**src/hw/tcg_pkg.sv**
```systemverilog
/*
  Shared constants and types of the gated 16-bit timer/counter: register
  offsets, field images, reset values, source codes and timing counts.
  Assumes a 100 MHz system clock and a byte-addressed APB with 32-bit data.
*/
package tcg_pkg;

  // Register byte offsets
  localparam logic [7:0] TCG_OFF_CONTROL = 8'h00;
  localparam logic [7:0] TCG_OFF_GATE    = 8'h04;
  localparam logic [7:0] TCG_OFF_LOW     = 8'h08;
  localparam logic [7:0] TCG_OFF_HIGH    = 8'h0c;
  localparam logic [7:0] TCG_OFF_STATUS  = 8'h10;

  // Reset values and the count maximum
  localparam logic [7:0]  TCG_CONTROL_RESET = 8'h00;
  localparam logic [7:0]  TCG_GATE_RESET    = 8'h00;
  localparam logic [15:0] TCG_COUNT_RESET   = 16'h0000;
  localparam logic [15:0] TCG_COUNT_MAX     = 16'hffff;

  // Status register fields
  localparam int TCG_STAT_FLAG_BIT = 0;
  localparam int TCG_STAT_IE_BIT   = 1;

  // Gate register field positions: go for software writes, value for readback only
  localparam int TCG_GATE_GO_BIT  = 3;
  localparam int TCG_GATE_VAL_BIT = 2;

  // Instruction clock is the system clock divided down
  localparam int TCG_CLOCK_PERIOD_NS = 10;
  localparam int TCG_INSTR_PERIOD_NS = 40;
  localparam int TCG_INSTR_CYCLES    = TCG_INSTR_PERIOD_NS / TCG_CLOCK_PERIOD_NS;
  localparam logic [1:0] TCG_INSTR_LAST = 2'(TCG_INSTR_CYCLES - 1);

  typedef enum logic [1:0] {
    TCG_SRC_INSTR = 2'b00,
    TCG_SRC_SYS   = 2'b01,
    TCG_SRC_EXT   = 2'b10,
    TCG_SRC_RSVD  = 2'b11
  } tcg_source_type;

  typedef enum logic [1:0] {
    TCG_GSRC_PIN   = 2'b00,
    TCG_GSRC_MATCH = 2'b01,
    TCG_GSRC_CMP1  = 2'b10,
    TCG_GSRC_CMP2  = 2'b11
  } tcg_gate_source_type;

  typedef enum logic [1:0] {
    TCG_PULSE_IDLE  = 2'b00,
    TCG_PULSE_ARMED = 2'b01,
    TCG_PULSE_OPEN  = 2'b10
  } tcg_pulse_state_type;

  typedef struct packed {
    tcg_source_type count_source_select;
    logic [1:0]     input_prescale_select;
    logic           lowpower_osc_enable;
    logic           external_sync_bypass;
    logic           wide_access_mode;
    logic           timer_on;
  } tcg_control_type;

  typedef struct packed {
    logic                gate_enable;
    logic                gate_polarity;
    logic                gate_toggle_mode;
    logic                gate_single_pulse_mode;
    logic                pulse_go_done;
    logic                gate_value;
    tcg_gate_source_type gate_source_select;
  } tcg_gate_type;

endpackage

```
**src/hw/tcg_timer.sv**
```systemverilog
/*
  Gated 16-bit timer/counter with APB register access, clock source
  selection, prescaler, gate logic with toggle and single-pulse modes.
  Assumes one 100 MHz clock, synchronous active-low reset, pins arriving
  asynchronously and on-chip gate sources on the same clock.
*/
module tcg_timer (
  // Clock and reset
  input  wire logic        clock,
  input  wire logic        nrst,
  // APB slave
  input  wire logic [7:0]  paddr,
  input  wire logic        psel,
  input  wire logic        penable,
  input  wire logic        pwrite,
  input  wire logic [31:0] pwdata,
  output logic      [31:0] prdata,
  output logic             pready,
  output logic             pslverr,
  // Device pins
  input  wire logic        external_count_pin,
  input  wire logic        osc_input_pin,
  input  wire logic        osc_output_pin,
  input  wire logic        gate_pin,
  output logic      [1:0]  osc_pin_oe_n,
  output logic      [1:0]  osc_pin_read,
  output logic             osc_amp_enable,
  // On-chip neighbours
  input  wire logic        companion_period_match,
  input  wire logic        comparator1_out,
  input  wire logic        comparator2_out,
  input  wire logic        special_event_trigger,
  input  wire logic [1:0]  port_direction_bits,
  output logic             overflow_irq
);

  function automatic logic addr_hit(input logic [7:0] a, input logic [7:0] off);
    addr_hit = (a == off);
  endfunction

  function automatic logic [2:0] prescale_mask(input logic [1:0] sel);
    prescale_mask = 3'((4'h1 << sel) - 4'h1);
  endfunction

  // Registers
  tcg_pkg::tcg_control_type     ctrl_reg;
  tcg_pkg::tcg_gate_type        gcfg_reg;
  tcg_pkg::tcg_pulse_state_type pulse_reg;
  tcg_pkg::tcg_pulse_state_type pulse_next;
  logic [15:0] count_reg;
  logic [15:0] count_next;
  logic [7:0]  high_buf_reg;
  logic [2:0]  pre_reg;
  logic [1:0]  phase_reg;
  logic        flag_reg;
  logic        irq_en_reg;
  logic        toggle_reg;
  logic        gate_prev_reg;
  logic        ext_armed_reg;
  logic        ext_prev_reg;
  logic [3:0]  sync1_reg;
  logic [3:0]  sync2_reg;
  logic        ext_s3_reg;

  // Bus decode
  wire wr_en   = psel & penable & pwrite;
  wire rd_en   = psel & penable & ~pwrite;
  wire wr_ctrl = wr_en & addr_hit(paddr, tcg_pkg::TCG_OFF_CONTROL);
  wire wr_gate = wr_en & addr_hit(paddr, tcg_pkg::TCG_OFF_GATE);
  wire wr_low  = wr_en & addr_hit(paddr, tcg_pkg::TCG_OFF_LOW);
  wire wr_high = wr_en & addr_hit(paddr, tcg_pkg::TCG_OFF_HIGH);
  wire wr_stat = wr_en & addr_hit(paddr, tcg_pkg::TCG_OFF_STATUS);
  wire rd_low  = rd_en & addr_hit(paddr, tcg_pkg::TCG_OFF_LOW);
  wire mapped  = addr_hit(paddr, tcg_pkg::TCG_OFF_CONTROL)
               | addr_hit(paddr, tcg_pkg::TCG_OFF_GATE)
               | addr_hit(paddr, tcg_pkg::TCG_OFF_LOW)
               | addr_hit(paddr, tcg_pkg::TCG_OFF_HIGH)
               | addr_hit(paddr, tcg_pkg::TCG_OFF_STATUS);

  // Pin synchronisers: first stage feeds only the second
  wire [3:0] pins_raw = {gate_pin, osc_output_pin, osc_input_pin, external_count_pin};
  wire gate_pin_s = sync2_reg[3];
  wire osco_s     = sync2_reg[2];
  wire osci_s     = sync2_reg[1];
  wire cki_s      = sync2_reg[0];

  wire wide     = ctrl_reg.wide_access_mode;
  wire on       = ctrl_reg.timer_on;
  wire osc_en   = ctrl_reg.lowpower_osc_enable;
  wire ext_mode = (ctrl_reg.count_source_select == tcg_pkg::TCG_SRC_EXT);
  wire bypass   = ext_mode & ctrl_reg.external_sync_bypass;

  // External source: crystal when oscillator on, else count pin
  wire ext_src   = osc_en ? osci_s : cki_s;
  // Synchronised path adds one alignment stage; bypass saves the latency
  wire ext_lvl   = bypass ? ext_src : ext_s3_reg;
  wire ext_rise  = ext_lvl & ~ext_prev_reg;
  wire ext_fall  = ~ext_lvl & ext_prev_reg;
  wire count_wr  = wr_low | wr_high;
  wire ext_tick  = ext_rise & ext_armed_reg;
  wire instr_tick = (phase_reg == tcg_pkg::TCG_INSTR_LAST);

  // Clock source selection
  logic src_tick;
  always_comb begin
    case (ctrl_reg.count_source_select)
      tcg_pkg::TCG_SRC_INSTR: src_tick = instr_tick;
      tcg_pkg::TCG_SRC_SYS:   src_tick = 1'b1;
      tcg_pkg::TCG_SRC_EXT:   src_tick = ext_tick;
      default:                src_tick = 1'b0;
    endcase
  end

  // Gate source and polarity
  logic gate_src;
  always_comb begin
    case (gcfg_reg.gate_source_select)
      tcg_pkg::TCG_GSRC_PIN:   gate_src = gate_pin_s;
      tcg_pkg::TCG_GSRC_MATCH: gate_src = companion_period_match;
      tcg_pkg::TCG_GSRC_CMP1:  gate_src = comparator1_out;
      tcg_pkg::TCG_GSRC_CMP2:  gate_src = comparator2_out;
      default:                 gate_src = 1'b0;
    endcase
  end
  wire gate_act  = gcfg_reg.gate_polarity ? gate_src : ~gate_src;
  wire gate_rise = gate_act & ~gate_prev_reg;
  wire gate_fall = ~gate_act & gate_prev_reg;
  wire pulse_open = (pulse_reg == tcg_pkg::TCG_PULSE_OPEN);
  wire pulse_go   = (pulse_reg != tcg_pkg::TCG_PULSE_IDLE);
  wire gate_qual  = gcfg_reg.gate_single_pulse_mode ? pulse_open
                  : gcfg_reg.gate_toggle_mode ? toggle_reg : gate_act;
  wire count_en   = on & (~gcfg_reg.gate_enable | gate_qual);

  // Prescaler
  wire       gated_tick = src_tick & count_en;
  wire [2:0] pmask      = prescale_mask(ctrl_reg.input_prescale_select);
  wire       pre_tick   = gated_tick & ((pre_reg & pmask) == pmask);
  wire [2:0] pre_next   = (wr_low | ~on) ? 3'h0
                        : pre_tick ? 3'h0
                        : gated_tick ? pre_reg + 3'h1 : pre_reg;

  // Counter load and increment, trigger first
  wire trig_reset = special_event_trigger & ~bypass;
  wire high_direct = wr_high & ~wide;
  wire count_load  = trig_reset | wr_low | high_direct;
  wire wrap        = pre_tick & ~count_load & (count_reg == tcg_pkg::TCG_COUNT_MAX);
  always_comb begin
    if (trig_reset)
      count_next = tcg_pkg::TCG_COUNT_RESET;
    else if (wr_low)
      count_next = {wide ? high_buf_reg : count_reg[15:8], pwdata[7:0]};
    else if (high_direct)
      count_next = {pwdata[7:0], count_reg[7:0]};
    else if (pre_tick)
      count_next = count_reg + 16'h0001;
    else
      count_next = count_reg;
  end

  // Single-pulse acquisition
  wire go_set = wr_gate & pwdata[tcg_pkg::TCG_GATE_GO_BIT] & pwdata[4];
  always_comb begin
    pulse_next = pulse_reg;
    case (pulse_reg)
      tcg_pkg::TCG_PULSE_IDLE: begin
        if (go_set)
          pulse_next = tcg_pkg::TCG_PULSE_ARMED;
      end
      tcg_pkg::TCG_PULSE_ARMED: begin
        if (gate_rise)
          pulse_next = tcg_pkg::TCG_PULSE_OPEN;
      end
      tcg_pkg::TCG_PULSE_OPEN: begin
        if (gate_fall)
          pulse_next = tcg_pkg::TCG_PULSE_IDLE;
      end
      default: pulse_next = tcg_pkg::TCG_PULSE_IDLE;
    endcase
    if (!gcfg_reg.gate_single_pulse_mode)
      pulse_next = tcg_pkg::TCG_PULSE_IDLE;
  end

  // Register readback
  wire [7:0] gate_rd = {gcfg_reg[7:4], pulse_go, gate_qual, gcfg_reg[1:0]};
  logic [7:0] rd_byte;
  always_comb begin
    case (paddr)
      tcg_pkg::TCG_OFF_CONTROL: rd_byte = ctrl_reg;
      tcg_pkg::TCG_OFF_GATE:    rd_byte = gate_rd;
      tcg_pkg::TCG_OFF_LOW:     rd_byte = count_reg[7:0];
      tcg_pkg::TCG_OFF_HIGH:    rd_byte = wide ? high_buf_reg : count_reg[15:8];
      tcg_pkg::TCG_OFF_STATUS:  rd_byte = {6'h00, irq_en_reg, flag_reg};
      default:                  rd_byte = 8'h00;
    endcase
  end
  assign prdata  = {24'h000000, rd_byte};
  assign pready  = 1'b1;
  assign pslverr = psel & penable & ~mapped;

  // Oscillator pins and overflow interrupt
  assign osc_amp_enable = osc_en;
  assign osc_pin_oe_n   = osc_en ? 2'b11 : port_direction_bits;
  assign osc_pin_read   = osc_en ? 2'b00 : {osci_s, osco_s};
  assign overflow_irq   = flag_reg & irq_en_reg;

  always_ff @(posedge clock) begin
    if (!nrst) begin
      sync1_reg  <= 4'h0;
      sync2_reg  <= 4'h0;
      ext_s3_reg <= 1'b0;
    end else begin
      sync1_reg  <= pins_raw;
      sync2_reg  <= sync1_reg;
      ext_s3_reg <= ext_src;
    end
  end

  always_ff @(posedge clock) begin
    if (!nrst) begin
      ctrl_reg <= tcg_pkg::TCG_CONTROL_RESET;
      gcfg_reg <= tcg_pkg::TCG_GATE_RESET;
    end else begin
      if (wr_ctrl)
        ctrl_reg <= pwdata[7:0];
      if (wr_gate)
        gcfg_reg <= {pwdata[7:4], 2'b00, pwdata[1:0]};
    end
  end

  always_ff @(posedge clock) begin
    if (!nrst) begin
      count_reg    <= tcg_pkg::TCG_COUNT_RESET;
      high_buf_reg <= 8'h00;
      pre_reg      <= 3'h0;
      phase_reg    <= 2'h0;
    end else begin
      count_reg <= count_next;
      pre_reg   <= pre_next;
      phase_reg <= instr_tick ? 2'h0 : phase_reg + 2'h1;
      if (wide & wr_high)
        high_buf_reg <= pwdata[7:0];
      else if (wide & rd_low)
        high_buf_reg <= count_reg[15:8];
    end
  end

  // Set beats a same-cycle write-one clear
  always_ff @(posedge clock) begin
    if (!nrst) begin
      flag_reg   <= 1'b0;
      irq_en_reg <= 1'b0;
    end else begin
      flag_reg <= wrap | (flag_reg & ~(wr_stat & pwdata[tcg_pkg::TCG_STAT_FLAG_BIT]));
      if (wr_stat)
        irq_en_reg <= pwdata[tcg_pkg::TCG_STAT_IE_BIT];
    end
  end

  always_ff @(posedge clock) begin
    if (!nrst) begin
      pulse_reg     <= tcg_pkg::TCG_PULSE_IDLE;
      toggle_reg    <= 1'b0;
      // Idle gate after reset is active (low polarity, low source): no false edge
      gate_prev_reg <= 1'b1;
      ext_prev_reg  <= 1'b0;
      ext_armed_reg <= 1'b0;
    end else begin
      pulse_reg     <= pulse_next;
      gate_prev_reg <= gate_act;
      ext_prev_reg  <= ext_lvl;
      toggle_reg    <= gcfg_reg.gate_toggle_mode & (toggle_reg ^ gate_rise);
      // Any count write (low or high byte) or stop demands a fresh falling edge
      if (count_wr | ~on)
        ext_armed_reg <= 1'b0;
      else if (ext_fall)
        ext_armed_reg <= 1'b1;
    end
  end
endmodule

```
**config.mk**
```make
export PLATFORM = sky130hd
export DESIGN_NAME = tcg_timer
export DESIGN_NICKNAME = d
export VERILOG_FILES = /design/src/hw/tcg_pkg.sv /design/src/hw/tcg_timer.sv
export SDC_FILE = /design/constraint.sdc
export NUM_CORES = 1
export LEC_CHECK = 0
export ABC_AREA = 1
export BUFFER_PORTS_ARGS = -buffer_cell sky130_fd_sc_hd__buf_2
export CAP_MARGIN = 40
export CORE_UTILIZATION = 50
export DETAILED_ROUTE_END_ITERATION = 12
export GPL_TIMING_DRIVEN = 0
export PLACE_DENSITY = 0.81
export SETUP_SLACK_MARGIN = 0.3
export SLEW_MARGIN = 20
export SYNTH_ARGS = -nofsm -noshare
export SYNTH_HDL_FRONTEND = slang
export SYNTH_SLANG_ARGS = --single-unit
```
**constraint.sdc**
```tcl
create_clock -name clock -period 2.3 [get_ports clock]
set_clock_uncertainty 0.15 [all_clocks]
set_input_delay 0.23 -clock clock [delete_from_list [all_inputs] [get_ports clock]]
set_output_delay 0.23 -clock clock [all_outputs]
set_load 0.02 [all_outputs]
```
---- Yosys cells after proc, flatten, opt, wreduce, memory -nomap -nowiden ----
Index checks and enable logic that the tools add are counted.
word-level totals
  register bits after elaboration ......... 60
  output and inout port bits .............. 40
  word-level logic and storage cells ...... 142
  input port bits ......................... 55
cells by class
  shift operators ......................... 1
  add/sub/neg operators ................... 4
  equality and inequality tests ........... 18
  bitwise operators ....................... 58
  reduce and logical (&&, ||, !) cells .... 15
  mux-type cells .......................... 20
operators by type and width
  cell                     count
  $mux W16                 3
  $pmux W8 S5              1
  $and A1 B1 Y1            31
  $mux W8                  3
  $add A16 B1 Y16 const B  1
  $eq A16 B16 Y1 const B   1
  $eq A8 B4 Y1 const B     2
  $not A1 Y1               14
  $or A1 B1 Y1             11
  $eq A2 B2 Y1 const B     5
  $mux W2                  5
  $eq A8 B3 Y1 const B     1
  $eq A8 B5 Y1 const B     1
  $logic_not A8 Y1         1
  $ne A2 B2 Y1 const B     4
  $eq A2 B1 Y1 const B     3
  $logic_not A2 Y1         3
  $pmux W2 S3              1
  $reduce_bool A2 Y1       3
  $reduce_or A2 Y1         3
  $mux W1                  5
  $pmux W1 S4              1
  $reduce_and A2 Y1        2
  $add A3 B1 Y3 const B    1
  10 further kinds         10

---- Depth between registers and ports, before layout ----
Gate-level depths: netlist of the first run.
  depth in word-level cells ............... 13
  gate-level depth with buffers ........... 14
  gate-level depth less buffers ........... 14

---- Least setup slack after synthesis of the first run ----
No wires, ideal clock.
  path kind ............................... flip-flop to flip-flop
  start point ............................. register ctrl_reg, in the netlist osc_amp_enable
  end point ............................... register count_reg[6]
  cell stages (with the launch flop) ...... 11
  setup slack ............................. 0.441 ns
  data arrival time ....................... 1.594 ns
  path buffers ............................ 1
  clock period less this slack ............ 1.859 ns
  cell sequence ........................... dfxtp_1 > o21ai_1 > o21ai_1 > nand2_1 > a21oi_2 > nand3_2 > nand2_2 > buf_4 > nand3_1 > nand2_1 > nor2_1
between the ends
  word-level cells in the longest chain between the ends .. 9
ends and longest elaborated chain
  item                                 RTL line          source
  from (decl)                          tcg_timer.sv:46   tcg_pkg::tcg_control_type ctrl_reg;
  from (signal assigned)               tcg_timer.sv:220  ctrl_reg <= tcg_pkg::TCG_CONTROL_RESET;
  from (signal assigned)               tcg_timer.sv:224  ctrl_reg <= pwdata[7:0];
  $mux W1                              tcg_timer.sv:94   wire ext_src = osc_en ? osci_s : cki_s;
  $mux W1                              tcg_timer.sv:96   wire ext_lvl = bypass ? ext_src : ext_s3_reg;
  $and A1 B1 Y1                        tcg_timer.sv:97   wire ext_rise = ext_lvl & ~ext_prev_reg;
  $and A1 B1 Y1                        tcg_timer.sv:100  wire ext_tick = ext_rise & ext_armed_reg;
  $pmux W1 S3                          tcg_timer.sv:106  case (ctrl_reg.count_source_select)
  $and A1 B1 Y1                        tcg_timer.sv:135  wire gated_tick = src_tick & count_en;
  $and A1 B1 Y1                        tcg_timer.sv:137  wire pre_tick = gated_tick & ((pre_reg & pmask) == pmask);
  $reduce_bool A2 Y1 (no source line)  n/a
  $reduce_and A2 Y1 (no source line)   n/a
  to (signal assigned)                 tcg_timer.sv:232  count_reg <= tcg_pkg::TCG_COUNT_RESET;
  to (signal assigned)                 tcg_timer.sv:237  count_reg <= count_next;
  to (decl)                            tcg_timer.sv:50   logic [15:0] count_reg;
Every way passes these cells.
A chain may end at the register's enable or synchronous reset.

---- Final worst setup path of the first run ----
  start point ............................. register gcfg_reg, in the netlist gate_rd[0]
  end point ............................... output prdata[2]
between the ends
  word-level cells in the longest chain between the ends .. 7
ends and longest elaborated chain
  item                                  RTL line          source
  from (decl)                           tcg_timer.sv:47   tcg_pkg::tcg_gate_type gcfg_reg;
  from (signal assigned)                tcg_timer.sv:221  gcfg_reg <= tcg_pkg::TCG_GATE_RESET;
  from (signal assigned)                tcg_timer.sv:226  gcfg_reg <= {pwdata[7:4], 2'b00, pwdata[1:0]};
  $eq A2 B2 Y1 (tied with other cells)  tcg_timer.sv:117  case (gcfg_reg.gate_source_select)
  $pmux W1 S4 (*)                       tcg_timer.sv:117
  $not A1 Y1                            tcg_timer.sv:125  wire gate_act = gcfg_reg.gate_polarity ? gate_src : ~gate_src;
  $mux W1 (*)                           tcg_timer.sv:125
  $mux W1 (*)                           tcg_timer.sv:131  : gcfg_reg.gate_toggle_mode ? toggle_reg : gate_act;
  $mux W1 (*)                           tcg_timer.sv:130  wire gate_qual = gcfg_reg.gate_single_pulse_mode ? pulse_open
  $pmux W8 S5 (*)                       tcg_timer.sv:187  case (paddr)
  to (decl)                             tcg_timer.sv:17   output logic [31:0] prdata,
Every way passes the cells marked *; elsewhere a longest branch is shown, timed or not.

==> results by group, run 1 <==
Status
  – Status: complete, no violations

Worst setup path
  – CP arrival: approximately 1.7 ns
  – CP max FO: 4
  – Crit path kind: reg2out
  – Flop-to-flop setup slack: ~0.32 ns
  – Worst setup EP type: primary output
  – Critical Path Start Type: register
  – Worst EP required: around 1.9 ns

Floorplan
  – Die width: 87.2 um
  – Ports: 95
  – Starting density of the core: 0.526
  – Core Area: between 6000 and 7000 um^2
  – Die H: 87.2 um
  – Site Rows: 30
  – Die area: roughly 7600 um^2

Yosys
  – Yosys top cell area share: 0.331
  – Main flop type after synthesis: dfxtp_1
  – Mean area per synthesized cell: 6.70 um^2
  – Post-synth ARST share: 0
  – Number of synthesized flops with an enable pin: 0
  – Share of the yosys chip area belonging to registers: 0.331
  – Mapped cell area: between 3000 and 4000 um^2
  – Yosys warnings: 0
  – Synth area leaders: dfxtp_1 33%, nand2_1 11%, inv_1 7.3%
  – Synth cell types: 44
  – #FFs+latches synth: 60
  – Mapped Cells: 542
  – Post-synth top area cell: dfxtp_1

Clocking
  – Clock sinks: 60
  – CTS root buf: clkbuf_8
  – TritonCTS clock tree: done
  – Insertion delay to the later sink of the worst-skew pair: approximately 0.35 ns
  – Num CTS Buffers: 9
  – Clk buf depth: 2
  – Clk pin slew, worst setup/hold paths: ~0.070 ns
  – H-tree Lvls: 3

Detailed routing
  – Drt drc: 0
  – DR vias/cell: 5.40
  – Drt first pass iters: 6
  – Starting DRT DRC Count: about 380
  – Routed via count: ~4,000
  – Final WL: 11,500 um
  – Post-DRT Antenna Nets: 0
  – Routed length per placed instance: about 16 um

Place
  – GP Congestion: roughly 0.94
  – Port bufs: 45
  – Detailed Place HPWL: between 8000 and 9000 um

Power
  – Switching fraction of total power: 0.244
  – Cell Int Power: between 1.5 and 2 mW
  – Sequential power share: 0.444
  – Switching power: approximately 0.58 mW
  – PwrDens: roughly 500 nW/um^2
  – Design Power: ~2.4 mW
  – Clock power share: 0.466
  – VDD IR max: about 0.35 mV
  – Leak Pwr: about 2.1 nW
  – Combinational share of power: 0.090

Cells and area
  – Nets: around 700
  – Filler cell count: about 610
  – Layout cells sized above 1: 0.295
  – Diodes inserted: 0
  – Max FFs per register: 16
  – Area Growth Syn to Fin: 29.7%

STA
  – Post-layout minimum cycle time: between 2 and 2.5 ns
  – RSZ-0062 raised after global routing: true
  – Setup-failing EPs final: 0
  – Period utilization: 0.909
  – Final hold viol count: 0
  – Slew of the pin with the lowest slew margin: ~0.52 ns
  – TNS Setup: 0 ns
  – Fmax: approximately 480 MHz
  – Max_slew headroom: 0.656
  – Fin. max-slew vios: 0

GRT
  – Met1 usage: 0.384
  – Largest net degree at the start of global routing: 11
  – GRT met2 Usage: 0.479
  – Global-route wire length before repair: ~17,000 um
  – GRT Max-Usage Layer: met2
  – Met3 Use GR: 0.0664
  – Vias in the first global route: roughly 3,500
  – Initial antenna violation count: 0
  – Grt total ovfl: 0
  – Total global-route track usage: 0.302

Min path
  – Hold Path Class: in2reg

Job
  – Max cap viols: 0
[per-layer routing]
layer	vias to the layer above	routed length (um)
met2	217	5240
li1	1921	-
met3	40	1040
met5	-	0
met1	1815	4770
met4	0	436
[logic make-up (layout without fill, tap and decap cells)]
family,count (synthesis),after routing,synth area share
AOI/OAI and AO/OA,117,117,0.187
xor gates and xnor gates,8,8,0.0193
adders and majority gates,3,3,0.0103
buffers and inverters,121,199,0.159
DFF,60,60,0.331
other,2,25,0.00207
and+or+nand+nor,231,231,0.291
[layout by cell type, fill, tap and decap left out, types with 13 or more instances in the layout]
master     n
a21oi_1   32
buf_2     40
buf_4     43
conb_1    25
dfxtp_1   50
inv_1     68
inv_2     13
nand2_1  100
nand3_1   30
nor2_1    45
o21ai_0   26
o21ai_1   18
[worst paths after layout]
| check | startpoint | to | cells past startpoint |
|---|---|---|---|
| setup / recovery | gate_rd[0] | prdata[2] | 11 |
| hold / removal | nrst | ext_armed_reg | 3 |
| setup reg to reg | ctrl_reg[7] | count_reg[7] | 10 |
| hold reg to reg | sync1_reg[2] | sync2_reg[2] | 2 |
[what timing repair did]
| item | 4_1_cts | 5_1_grt |
|---|---|---|
| cloned | 0 | 1 |
| pin swaps | 5 | 15 |
| resized for setup | 31 | 57 |
| hold buffers | 4 | 0 |
| endpoints found under the setup margin | 16 | 25 |
| buffers inserted | 3 | 10 |
| endpoints found under the hold margin | 4 | 0 |
[power by group through the flow]
stage	registers (mW)	clock network, mW	logic [mW]
floorplan	1.08	0	0.136
global placement	1.08	0	0.194
detailed placement	1.08	0	0.197
CTS	1.06	1.10	0.205
global route	1.05	1.15	0.231
finish	1.05	1.10	0.214
[worst max-delay path, stage by stage (launching register included)]
cell,delay [ns]
dfxtp_2,0.34
inv_2,0.09
nand2_2,0.06
nand3_2,0.07
nand2_1,0.06
nand2_1,0.07
nand3_1,0.07
nand2_1,0.08
nand2_1,0.07
a22oi_2,0.17
nand3_2,0.13
buf_6,0.15
[cell type report]
| cell class | count | area [um^2] | area share |
|---|---|---|---|
| sequential | 60 | 1220 | 0.259 |
| buffer | 39 | 294 | 0.0624 |
| timing repair buffer | 63 | 423 | 0.0898 |
| clock inverter | 4 | 72.6 | 0.0154 |
| clock buffer | 11 | 151 | 0.0321 |
| tap | 96 | 120 | 0.0255 |
| inverter | 82 | 308 | 0.0653 |
| multi-input combinational | 384 | 2120 | 0.450 |
[synth_stat cells (all sizes together) (2+ instances only)]
cell / instances
a211oi: 2
a21oi: 35
a221o: 3
buf: 32
clkbuf: 7
conb: 2
dfxtp: 60
ha: 3
inv: 81
nand2: 111
nand3: 38
nand4: 6
nor2: 58
nor3: 10
nor4: 2
o2111ai: 2
o211ai: 3
o21ai: 50
o221ai: 6
o22ai: 11
or2: 4
xnor2: 2
xor2: 6
[stage by stage]
stage,hold WS (ns),std cells,cell area (um^2),utilization,setup slack [ns]
global route,0.0199,739,4710,0.682,0.155
CTS,0.00338,728,4440,0.642,0.186
detailed placement,0.250,706,4060,0.588,0.0654
floorplan,0.178,565,3720,-,0.441
finish,0.00943,739,4710,0.682,0.209
global placement,0.246,706,4060,0.588,0.0736
Power figures use the tool's default switching activity.
==> run 2, diff against run 1 <==
- PLACE_DENSITY: 0.81 -> 0.87
==> results by group, run 2 (same netlist as run 1, synthesis figures left out) <==
STA
  – Fin. max-slew vios: 0 (unchanged)
  – RSZ-0062 raised after global routing: true
  – Final hold viol count: 0 (unchanged)
  – Slew of the pin with the lowest slew margin: 0.510 ns (-0.00526 ns)
  – Post-layout minimum cycle time: 2.14 ns (+0.0456 ns)
  – Worst hold slack: 0.00523 ns (-0.00420 ns)
  – Setup WS post-layout: 0.163 ns (-0.0456 ns)
  – Fmax: 468 MHz (-2.1%)
  – Max_slew headroom: 0.660 (+0.00351)
  – TNS Setup: 0 ns (unchanged)
  – Period utilization: 0.929 (+0.0198)
  – Setup-failing EPs final: 0 (unchanged)

Cells and area
  – Most common cell after layout, fill and taps aside: nand2_1
  – Most frequent cells in the layout: 92 x nand2_1, 68 x inv_1, 51 x dfxtp_1, 49 x nor2_1
  – Fin cells: 743 (+0.54%)
  – Diodes inserted: 0 (unchanged)
  – Finished Core Util: 0.688 (+0.00562)
  – Area occupied by multi-input gates: 2150 um^2 (+1.5%)
  – Final instance area: 4750 um^2 (+0.82%)
  – Filler cell count: 633 (+3.6%)
  – Layout cells sized above 1: 0.311 (+0.0152)
  – Storage element area: 1220 um^2 (+0.10%)
  – Nets: 700 (+0.43%)
  – Area Growth Syn to Fin: 30.8%
  – Max FFs per register: 16 (unchanged)

GRT
  – Largest net degree at the start of global routing: 13 (+2)
  – Global-route wire length before repair: 17,700 um (+3.9%)
  – Vias in the first global route: 3,545 (+1.4%)
  – Total global-route track usage: 0.312 (+0.0101)
  – Initial antenna violation count: 0 (unchanged)
  – Grt total ovfl: 0 (unchanged)

Worst setup path
  – Worst setup EP type: primary output
  – CP max FO: 4 (unchanged)
  – Critical Path Start Type: register
  – Crit path largest cell delay: 0.39 ns (+0.05 ns)
  – Crit path kind: reg2out
  – Cells along the critical path: inv_4, nand2_2, nand3_2, nand3_2, nand3_2, nand2_2, nand2_2, a22oi_2, nand3_2, buf_6
  – Slowest cell on crit path: dfxtp_4
  – CP arrival: 1.76 ns (+0.05 ns)
  – Most used cell, CP: nand3_2
  – Worst EP required: 1.92 ns (about the same)

Floorplan
  – Site Rows: 30 (unchanged)
  – Die H: 87.2 um (unchanged)
  – Core Area: 6910 um^2 (unchanged)
  – Ports: 95 (unchanged)
  – Starting density of the core: 0.526 (unchanged)
  – Die width: 87.2 um (unchanged)
  – Die area: 7610 um^2 (unchanged)

Clocking
  – CTS root buf: clkbuf_8
  – TritonCTS clock tree: done
  – H-tree Lvls: 3 (unchanged)
  – Clock sinks: 60 (unchanged)
  – Clk buf depth: 2 (unchanged)
  – Num CTS Buffers: 9 (unchanged)
  – Insertion delay to the later sink of the worst-skew pair: 0.35 ns (about the same)
  – Clk pin slew, worst setup/hold paths: 0.08 ns (about the same)

Place
  – Port bufs: 45 (unchanged)
  – Detailed Place HPWL: 8160 um (-0.71%)
  – Total placed cells including tap cells: 706 (unchanged)
  – GP Congestion: 1.00 (+7.1%)
  – Area after DPL: 4060 um^2 (unchanged)
  – Dpl ws: -0.0357 ns (-0.101 ns)

Detailed routing
  – Drt first pass iters: 6 (unchanged)
  – Drt drc: 0 (unchanged)
  – DR vias/cell: 5.49 (+1.6%)
  – Final WL: 11,600 um (+0.81%)
  – Routed via count: 4,077 (+2.1%)
  – Starting DRT DRC Count: 539 (+41%)
  – Post-DRT Antenna Nets: 0 (unchanged)
  – Routed length per placed instance: 15.6 um (+0.27%)

Job
  – Max cap viols: 0 (unchanged)

Status
  – Status: complete, no violations

Power
  – VDD IR max: 0.300 mV (-15%)
  – Leak Pwr: 2.12 nW (+0.79%)
  – Design Power: 2.25 mW (-5.1%)
  – PwrDens: 473 nW/um^2 (-5.9%)

Min path
  – Hold Path Class: in2reg
[run 2: cell count changes in the layout (fill, tap and decap cells not counted), sizes merged]
cell      previous run  this run
clkinv               2         4
clkinvlp             1         2
buf                 92        94
clkbuf              17        16
bufinv               2         1
inv                 81        82
[run 2: worst paths after layout]
kind	startpoint	to	slack, ns	cells past startpoint
worst min register to register	sync1_reg[0]	sync2_reg[0]	0.26	2
worst min-delay path	pwdata[0]	high_buf_reg[0]	0.005	3
worst max register to register	gate_rd[0]	count_reg[7]	0.35	13
worst max-delay path	gate_rd[0]	prdata[2]	0.16	10
[run 2: metal layers]
metal / GRT usage / part of all wire
met5: 0 / 0
met4: 0.128 / 0.039
met3: 0.0588 / 0.11
met2: 0.492 / 0.44
met1: 0.419 / 0.41
[run 2: report_power, final]
part | leakage (nW) | internal, mW | switching (mW)
clock network | 0.0958 | 0.505 | 0.476
registers | 0.491 | 1.05 | 0.00425
logic | 1.54 | 0.0811 | 0.134
[run 2: what timing repair did]
action                                 4_1_cts  5_1_grt
endpoints found under the hold margin        4        0
setup buffers                                9        6
gates cloned                                 2        0
hold buffers                                 4        0
setup endpoints to repair                   25       26
gates resized for setup                     56       41
pin swaps                                   13       12
[run 2: cell type report]
cell class              instances  area share
plain buffers                  39      0.0648
clock buffers                   9      0.0261
clock inverters                 7      0.0161
inverters                      82      0.0653
multi-input cells             384       0.453
flip-flops and latches         60       0.257
well taps                      96      0.0253
repair buffers                 66      0.0919
[run 2: worst max-delay path: cells and delay by family, from the launching register on]
family,cells,cell delay (ns)
and+or+nand+nor,7,0.63
buffers and inverters,2,0.19
DFF,1,0.39
AOI/OAI and AO/OA,1,0.20
